File: config.mk
export PLATFORM = sky130hd
export DESIGN_NAME = load_current_ctrl_regs
export DESIGN_NICKNAME = d
export VERILOG_FILES = /design/src/load_regs_pkg.sv /design/src/load_current_ctrl_regs.sv /design/src/sample_decimator.sv /design/src/sink_code_select.sv
export SDC_FILE = /design/constraint.sdc
export NUM_CORES = 1
export LEC_CHECK = 0
export ABC_AREA = 1
export BUFFER_PORTS_ARGS = -buffer_cell sky130_fd_sc_hd__buf_2
export CORE_UTILIZATION = 55
export CTS_CLUSTER_DIAMETER = 50
export CTS_CLUSTER_SIZE = 14
export DETAILED_ROUTE_END_ITERATION = 10
export PLACE_DENSITY = 0.76
export REMOVE_ABC_BUFFERS = 1
export SLEW_MARGIN = 20
export SYNTH_ARGS = -nofsm -noshare
export SYNTH_HDL_FRONTEND = slang
export SYNTH_HIERARCHICAL = 1
export SYNTH_SLANG_ARGS = --single-unit
File: constraint.sdc
create_clock -name ref_clk -period 2.4 [get_ports ref_clk]
set_clock_uncertainty 0.1 [all_clocks]
set_input_delay 0.24 -clock ref_clk [delete_from_list [all_inputs] [get_ports ref_clk]]
set_output_delay 0.24 -clock ref_clk [all_outputs]
set_load 0.02 [all_outputs]
File: src/load_regs_pkg.sv
// Shared constants and types for the load current control register bank
`default_nettype none
package load_regs_pkg;
    // Register port geometry
    localparam int ADDR_W = 10;
    localparam int DATA_W = 16;
    localparam int SAMPLE_W = 8;
    // Register offsets
    localparam logic [ADDR_W-1:0] ADDR_RAW = 10'h00E;
    localparam logic [ADDR_W-1:0] ADDR_DEC = 10'h00F;
    localparam logic [ADDR_W-1:0] ADDR_CTRL = 10'h010;
    localparam logic [ADDR_W-1:0] ADDR_THR = 10'h011;
    localparam logic [ADDR_W-1:0] ADDR_LOW = 10'h012;
    localparam logic [ADDR_W-1:0] ADDR_HIGH = 10'h013;
    localparam logic [ADDR_W-1:0] ADDR_EN = 10'h200;
    // Field positions
    localparam int IDLE_MODE_BIT = 0;
    localparam int EN1_BIT = 14;
    localparam int EN2_BIT = 15;
    localparam int LOW_W = 6;
    // Values after reset
    localparam logic IDLE_MODE_RST = 1'h0;
    localparam logic [7:0] THR_RST = 8'h1E;
    localparam logic [LOW_W-1:0] LOW_RST = 6'h1E;
    localparam logic [7:0] HIGH_RST = 8'hC8;
    // Clamp limits
    localparam logic [7:0] THR_MIN = 8'h01;
    localparam logic [7:0] THR_MAX = 8'hFE;
    localparam logic [7:0] CODE_MIN = 8'h01;
    // Converter pacing: 10 MHz clock, 100 kHz sample rate
    localparam int CLK_HZ = 10_000_000;
    localparam int SAMPLE_RATE_HZ = 100_000;
    localparam int SAMPLE_CYCLES = CLK_HZ / SAMPLE_RATE_HZ;
    localparam int TICK_W = $clog2(SAMPLE_CYCLES);
    localparam logic [TICK_W-1:0] TICK_LAST = TICK_W'(SAMPLE_CYCLES - 1);
    // Host request toward the register bank
    typedef struct packed {
        logic wr;
        logic rd;
        logic [ADDR_W-1:0] addr;
        logic [DATA_W-1:0] wdata;
    } reg_req_t;
    // Drive toward one current sink
    typedef struct packed {
        logic high_sel;
        logic [7:0] code;
    } sink_out_t;
    // Sink states, Gray coded off -> low -> high
    typedef enum logic [1:0] {
        SINK_OFF = 2'b00,
        SINK_LOW = 2'b01,
        SINK_HIGH = 2'b11
    } sink_state_t;
    // Raise a code of zero to the smallest legal code
    function automatic logic [7:0] at_least_one(input logic [7:0] v);
        at_least_one = (v == 8'h00) ? CODE_MIN : v;
    endfunction : at_least_one
endpackage : load_regs_pkg
`default_nettype wire

File: src/load_current_ctrl_regs.sv
// Register bank for converter samples and per-channel sink current selection
`timescale 1ns/10ps
`default_nettype none
// What this block does
// - Sample at 100 kHz, channels alternate, 50 kHz each
// - Raw pair: channel 2 high byte, channel 1 low
// - Decimated pair, rate from setting, read-only
// - Low idle, nonzero sample below threshold: low current code
// - Low idle, above threshold: high current code
// - High idle, nonzero sample: high current code
// - Threshold writes clamp to 0x01..0xFE
// - Threshold is 8-bit field, resets to 0x1E
// - Low code 6-bit field, resets to 0x1E
// - Low code write of zero stores one
// - Control resets to zero, low idle mode
// - High code 8-bit, write of zero stores one
// - Per-channel enables bits 14/15, cleared at reset
module load_current_ctrl_regs #(
    parameter int RATE_W = 2
) (
    input wire logic ref_clk,
    input wire logic arst_n,
    input wire load_regs_pkg::reg_req_t reg_req,
    output logic [load_regs_pkg::DATA_W-1:0] reg_rdata,
    input wire logic [load_regs_pkg::SAMPLE_W-1:0] adc_sample,
    output logic adc_chan_sel,
    output logic sample_tick,
    input wire logic [RATE_W-1:0] decimation_rate_sel,
    output load_regs_pkg::sink_out_t ch1_sink_pin,
    output load_regs_pkg::sink_out_t ch2_sink_pin
);
    import load_regs_pkg::*;

    // Whole register state of the bank
    typedef struct packed {
        logic [TICK_W-1:0] tick_cnt;
        logic chan;
        logic [SAMPLE_W-1:0] ch1_raw_sample;
        logic [SAMPLE_W-1:0] ch2_raw_sample;
        logic load_idle_mode;
        logic [7:0] rising_threshold;
        logic [LOW_W-1:0] load_low_current;
        logic [7:0] load_high_current;
        logic ch1_load_enable;
        logic ch2_load_enable;
        logic [DATA_W-1:0] rdata;
    } bank_state_t;

    bank_state_t cur; // Registered state
    bank_state_t next_cur; // Value for the next edge
    logic tick; // One-cycle strobe: converter result is ready
    logic [SAMPLE_W-1:0] ch1_decimated_sample; // Channel 1 decimator output
    logic [SAMPLE_W-1:0] ch2_decimated_sample; // Channel 2 decimator output
    logic [7:0] wr_thr; // Write data for the threshold, before clamping
    logic [DATA_W-1:0] read_word; // Word selected for a read

    // Converter result strobe at the end of each 100-cycle slot
    assign tick = (cur.tick_cnt == TICK_LAST);

    // Read data selection; unmapped addresses read as zero
    always_comb begin
        read_word = '0;
        case (reg_req.addr)
            ADDR_RAW: begin
                read_word = {cur.ch2_raw_sample, cur.ch1_raw_sample};
            end
            ADDR_DEC: begin
                read_word = {ch2_decimated_sample, ch1_decimated_sample};
            end
            ADDR_CTRL: begin
                read_word[IDLE_MODE_BIT] = cur.load_idle_mode;
            end
            ADDR_THR: begin
                read_word[7:0] = cur.rising_threshold;
            end
            ADDR_LOW: begin
                read_word[LOW_W-1:0] = cur.load_low_current;
            end
            ADDR_HIGH: begin
                read_word[7:0] = cur.load_high_current;
            end
            ADDR_EN: begin
                read_word[EN1_BIT] = cur.ch1_load_enable;
                read_word[EN2_BIT] = cur.ch2_load_enable;
            end
            default: begin
                read_word = '0; // Unmapped: quiet zero, no error path exists
            end
        endcase
    end

    // Next-state logic: sampling pace, register writes, read capture
    always_comb begin
        next_cur = cur;
        wr_thr = reg_req.wdata[7:0];

        // Pace the converter; both channels share it, so each sees half the rate
        if (tick) begin
            next_cur.tick_cnt = '0;
            next_cur.chan = ~cur.chan;
            if (cur.chan) begin
                next_cur.ch2_raw_sample = adc_sample;
            end else begin
                next_cur.ch1_raw_sample = adc_sample;
            end
        end else begin
            next_cur.tick_cnt = cur.tick_cnt + 1'b1;
        end

        // Register writes; sample registers and reserved bits ignore them
        if (reg_req.wr) begin
            case (reg_req.addr)
                ADDR_CTRL: begin
                    next_cur.load_idle_mode = reg_req.wdata[IDLE_MODE_BIT];
                end
                ADDR_THR: begin
                    if (wr_thr < THR_MIN) begin
                        next_cur.rising_threshold = THR_MIN;
                    end else if (wr_thr > THR_MAX) begin
                        next_cur.rising_threshold = THR_MAX;
                    end else begin
                        next_cur.rising_threshold = wr_thr;
                    end
                end
                ADDR_LOW: begin
                    next_cur.load_low_current =
                        LOW_W'(at_least_one({2'b00, reg_req.wdata[LOW_W-1:0]}));
                end
                ADDR_HIGH: begin
                    next_cur.load_high_current = at_least_one(reg_req.wdata[7:0]);
                end
                ADDR_EN: begin
                    next_cur.ch1_load_enable = reg_req.wdata[EN1_BIT];
                    next_cur.ch2_load_enable = reg_req.wdata[EN2_BIT];
                end
                default: begin
                    next_cur.rdata = cur.rdata; // Read-only or unmapped: no effect
                end
            endcase
        end

        // Read data is held until the next read
        if (reg_req.rd) begin
            next_cur.rdata = read_word;
        end
    end

    // State register; every field takes its documented reset value
    always_ff @(posedge ref_clk or negedge arst_n) begin
        if (!arst_n) begin
            cur <= '{
                tick_cnt: '0,
                chan: 1'b0,
                ch1_raw_sample: '0,
                ch2_raw_sample: '0,
                load_idle_mode: IDLE_MODE_RST,
                rising_threshold: THR_RST,
                load_low_current: LOW_RST,
                load_high_current: HIGH_RST,
                ch1_load_enable: 1'b0,
                ch2_load_enable: 1'b0,
                rdata: '0
            };
        end else begin
            cur <= next_cur;
        end
    end

    assign reg_rdata = cur.rdata;
    assign adc_chan_sel = cur.chan;
    assign sample_tick = tick;

    // Channel 1 decimator
    sample_decimator #(
        .DW(SAMPLE_W),
        .RATE_W(RATE_W)
    ) u_dec1 (
        .ref_clk(ref_clk),
        .arst_n(arst_n),
        .sample_tick(tick && !cur.chan),
        .sample(adc_sample),
        .rate_sel(decimation_rate_sel),
        .decimated(ch1_decimated_sample)
    );

    // Channel 2 decimator
    sample_decimator #(
        .DW(SAMPLE_W),
        .RATE_W(RATE_W)
    ) u_dec2 (
        .ref_clk(ref_clk),
        .arst_n(arst_n),
        .sample_tick(tick && cur.chan),
        .sample(adc_sample),
        .rate_sel(decimation_rate_sel),
        .decimated(ch2_decimated_sample)
    );

    // Channel 1 sink; acts on the stored sample, so it follows the 50 kHz refresh
    sink_code_select u_sink1 (
        .ref_clk(ref_clk),
        .arst_n(arst_n),
        .enable(cur.ch1_load_enable),
        .idle_mode(cur.load_idle_mode),
        .sample(cur.ch1_raw_sample),
        .rising_threshold(cur.rising_threshold),
        .low_code(cur.load_low_current),
        .high_code(cur.load_high_current),
        .sink(ch1_sink_pin)
    );

    // Channel 2 sink
    sink_code_select u_sink2 (
        .ref_clk(ref_clk),
        .arst_n(arst_n),
        .enable(cur.ch2_load_enable),
        .idle_mode(cur.load_idle_mode),
        .sample(cur.ch2_raw_sample),
        .rising_threshold(cur.rising_threshold),
        .low_code(cur.load_low_current),
        .high_code(cur.load_high_current),
        .sink(ch2_sink_pin)
    );
endmodule : load_current_ctrl_regs
`default_nettype wire

File: src/sample_decimator.sv
// Keeps one converter sample out of every 2^rate_sel for one channel
`timescale 1ns/10ps
`default_nettype none
module sample_decimator #(
    parameter int DW = 8,
    parameter int RATE_W = 2
) (
    input wire logic ref_clk,
    input wire logic arst_n,
    input wire logic sample_tick,
    input wire logic [DW-1:0] sample,
    input wire logic [RATE_W-1:0] rate_sel,
    output logic [DW-1:0] decimated
);
    import load_regs_pkg::*;
    // Whole state of the decimator
    typedef struct packed {
        logic [7:0] cnt;
        logic [DW-1:0] held;
    } dec_state_t;
    dec_state_t cur, next_cur;
    logic [7:0] last_cnt; // Final count of one decimation window
    // Window length follows the rate setting
    always_comb begin
        last_cnt = 8'((16'h0001 << rate_sel) - 16'h0001);
        next_cur = cur;
        if (sample_tick) begin
            if (cur.cnt >= last_cnt) begin
                next_cur.cnt = 8'h00;
                next_cur.held = sample;
            end else begin
                next_cur.cnt = cur.cnt + 8'h01;
            end
        end
    end
    // State register
    always_ff @(posedge ref_clk or negedge arst_n) begin
        if (!arst_n) begin
            cur <= '0;
        end else begin
            cur <= next_cur;
        end
    end
    assign decimated = cur.held;
endmodule : sample_decimator
`default_nettype wire

File: src/sink_code_select.sv
// Picks off, low or high sink current for one channel from its sample
`timescale 1ns/10ps
`default_nettype none
module sink_code_select (
    input wire logic ref_clk,
    input wire logic arst_n,
    input wire logic enable,
    input wire logic idle_mode,
    input wire logic [7:0] sample,
    input wire logic [7:0] rising_threshold,
    input wire logic [5:0] low_code,
    input wire logic [7:0] high_code,
    output load_regs_pkg::sink_out_t sink
);
    import load_regs_pkg::*;
    // Whole state: current sink level and the registered drive
    typedef struct packed {
        sink_state_t level;
        sink_out_t drive;
    } sel_state_t;
    sel_state_t cur, next_cur;
    // Level choice; in low idle mode a sample equal to the threshold keeps the level, or goes low from off, a gentle hysteresis
    always_comb begin
        next_cur = cur;
        if (!enable || sample == 8'h00) begin
            next_cur.level = SINK_OFF;
        end else if (idle_mode) begin
            next_cur.level = SINK_HIGH;
        end else if (sample > rising_threshold) begin
            next_cur.level = SINK_HIGH;
        end else if (sample < rising_threshold) begin
            next_cur.level = SINK_LOW;
        end else if (cur.level == SINK_OFF) begin
            next_cur.level = SINK_LOW;
        end
        case (next_cur.level)
            SINK_LOW: begin
                next_cur.drive = '{high_sel: 1'b0, code: {2'b00, low_code}};
            end
            SINK_HIGH: begin
                next_cur.drive = '{high_sel: 1'b1, code: high_code};
            end
            default: begin
                next_cur.drive = '0;
            end
        endcase
    end
    // State register
    always_ff @(posedge ref_clk or negedge arst_n) begin
        if (!arst_n) begin
            cur <= '0;
        end else begin
            cur <= next_cur;
        end
    end
    assign sink = cur.drive;
endmodule : sink_code_select
`default_nettype wire

==> metrics.md <==
| Metric | Value |
|---|---|
| Total of cells resized after clock tree synthesis | `0` |
| CP endpoint kind | `flip-flop` |
| Bufs and invs on worst path | `2` |
| Type of origin of the critical path | `flip-flop` |
| FF+latch count, synth | `119` |
| WL final | `14,300 um` |
| Power per cell area | `658 nW/um2` |
| Largest family of logic cells by synthesized area | `simple AND/OR/NAND/NOR gates` |
| Hold_buf cts | `6` |
| Seq/Total Area, Yosys | `0.440` |
| Crit path time final | `2.18 ns` |
| Mapped cell area | `6800 um2` |
| Post-synthesis mux area share | `0` |
| NetSw | `1.08 mW` |
| DR vias | `5,292` |
| Clock root cell | `clkbuf_16` |
| DR pass1 iterations | `5` |
| Class of the worst hold path | `input port to flip-flop` |
| Post-Synth XOR/XNOR Area | `0.00902` |
| Initial antenna violation count | `0` |
| Sequential power share | `0.413` |
| H-tree depth | `4` |
| Placed cell count | `968` |
| Row Count | `40` |
| DRC | `0` |
| Cell family with most CP delay | `simple AND/OR/NAND/NOR gates` |
| Die Ht | `113 um` |
| Final instance count without filler cells | `1,006` |
| CTS tree | `built` |
| Synth Area in Adders | `0.0497` |
| Async set or reset register ratio after synthesis | `1.00` |
| Max-slew violations | `0` |
| Leak | `3.91 nW` |
| Critical Path RT | `2.59 ns` |
| Starting Density | `0.566` |
| FMAX | `458 MHz` |
| MaxCap Viol Count | `0` |
| Post-DRT Antenna Nets | `0` |
| Total global routing overflow | `0` |
| Area share of and/or/nand/nor cells after synthesis | `0.285` |
| Die Width | `113 um` |
| Vias in the first global route | `4,956` |
| Cells after synthesis | `812` |
| Clock Latency Late Sink | `0.42 ns` |
| Critical path class | `flip-flop to flip-flop` |
| First-pass GRT wire length | `24,100 um` |
| Vias per cell | `5.26` |
| Final setup TNS | `0 ns` |
| # fillers | `1,021` |
| Max VDD drop | `0.000452 V` |
| Core footprint | `12,000 um2` |
| IO Count | `76` |
| Die area | `12,800 um2` |
| CTS Buffer Depth | `2` |
| Routed len/inst | `14.2 um` |
| ANT cells | `0` |
| Clk sinks | `119` |
| RSZ-0062 raised after global routing | `no` |
| Most common cell after layout, fill and taps aside | `nand2_1` |
| Inserted Clock Buffers | `17` |
| Cell Int Power | `3.91 mW` |
| Setup bufs post-CTS | `0` |
| Synth unique cells | `40` |
| Area Growth Syn to Fin | `11.5%` |
| Layout cells sized above 1 | `0.229` |
| Fin nets | `913` |
| Most frequent cells in the layout | `nand2_1, dfrtp_1, inv_1` |
| Switching share of power | `0.217` |
| Outcome | `completed` |
| DR iter-0 viols | `398` |
| Final period util | `0.910` |
| Pwr Total | `4.99 mW` |
| Slowest stage cell, crit path | `dfrtp_1` |
| GPL Wtd Cong | `0.845` |
| YS warnings | `6` |
| Mean post-synth cell area | `8.37 um2` |
| Comb power frac | `0.057` |
| Worst hold slack | `0.0100 ns` |
| Compound-cell area share of the yosys netlist | `0.0864` |
| Final setup viols | `0` |
| GR Util All Layers | `0.246` |
| Crit path cell chain | `ha_1 > nor3b_1 > nand2_1 > inv_2 > nand2_4 > inv_1 > nand4_1 > xor2_1 > a21oi_2` |
| Number of enable flip-flop cells after synthesis | `0` |
| Largest net degree at the start of global routing | `60` |
| Port Buffers | `69` |
| Power share of the clock group | `0.530` |
| CP max FO | `17` |
| Main synth FF type | `dfrtp_1` |
| Clock-pin slew on the worst setup and hold paths | `0.05 ns` |
| CP max stage delay | `0.37 ns` |
| DP HPWL | `10,100 um` |
| CP Data Arrival Time | `2.38 ns` |
| Final hold violation count | `0` |
cell families after synthesis:
logic type,Yosys count
buf+inv,168
flops,119
xor+xnor,7
simple gates,405
compound gates,84
other cells,2
fa+ha+maj,27
cell type report:
type | instances | area [um2] | area share
Clock buffer | 22 | 464 | 0.0613
Clock inverter | 10 | 150 | 0.0198
Inverter | 100 | 375 | 0.0495
Multi-Input combinational cell | 525 | 2930 | 0.387
Sequential cell | 119 | 2990 | 0.395
Tap cell | 147 | 184 | 0.0243
Timing Repair Buffer | 83 | 480 | 0.0634
path summary, 6_finish.rpt:
kind	start	endpoint	slack [ns]	cells after the start
max in group asynchronous	arst_n	cur[35]$_DFFE_PN1P_	1.22	3
hold reg to reg	cur[64]$_DFF_PN0_	cur[64]$_DFF_PN0_	0.36	1
setup reg to reg	cur[58]$_DFF_PN0_	u_dec2/cur[11]$_DFFE_PN0P_	0.22	9
min in group asynchronous	arst_n	u_sink1/sink[8]$_DFF_PN0_	0.23	2
setup / recovery	cur[58]$_DFF_PN0_	u_dec2/cur[11]$_DFFE_PN0P_	0.22	9
hold / removal	adc_sample[1]	u_dec2/decimated[1]$_DFFE_PN0P_	0.01	3
flip-flops by register name, indices dropped and copies added, names as in the netlist:
register and flops:
u_dec1/decimated 8, u_sink1/cur 2, u_sink2/sink 9, u_dec2/cur 8, reg_rdata 16, u_dec1/cur 8, u_dec2/decimated 8, cur 48
u_sink2/cur 2, adc_chan_sel 1, u_sink1/sink 9
power by group through the flow:
stage	combinational, mW	sequential (mW)	clock [mW]
finish	0.286	2.06	2.64
detailed placement	0.281	2.09	0
floorplan	0.113	2.11	0
global route	0.324	2.06	2.77
global placement	0.278	2.09	0
CTS	0.291	2.06	2.68
metal layers:
metal  track usage  routed length [um]  vias to the layer above
li1              -                   -                     2618
met1         0.326                6460                     2490
met2         0.393                6680                      158
met3        0.0712                 914                       26
met4        0.0763                 240                        0
met5             0                   0                        -
metrics by stage:
stage	util	instance area [um2]	setup WS [ns]
final	0.631	7580	0.216
after global routing	0.631	7580	0.0186
after CTS	0.631	7580	0.231
after detailed placement	0.575	6900	0.249
after global placement	0.575	6900	0.285
after floorplan	-	6300	0.160
tightest hold or removal path: cells and delay by family:
kind,cells,cell delay (ns)
buf+inv,1,0.11
simple gates,2,0.14
cell usage after synthesis, types with 3 or more instances:
cell type,count,area share
dfrtp_1,108,0.40
buf_2,5,0.0037
o21ai_1,19,0.014
nor2_1,68,0.038
nor2_2,6,0.0055
ha_1,27,0.050
o21ai_0,3,0.0022
a21oi_2,6,0.0077
nand3_1,33,0.024
a31oi_1,7,0.0064
nand4_1,37,0.034
nand2_4,6,0.0099
dfstp_2,11,0.043
inv_2,5,0.0028
nor2_4,7,0.012
nand2_2,7,0.0064
xor2_1,5,0.0064
nor2_8,3,0.0088
a21oi_1,18,0.013
nand2_1,223,0.12
buf_4,55,0.061
buf_6,4,0.0066
o21ai_2,24,0.031
clkbuf_1,3,0.0017
inv_1,95,0.052
or2_2,4,0.0037
Power figures use the tool's default switching activity.
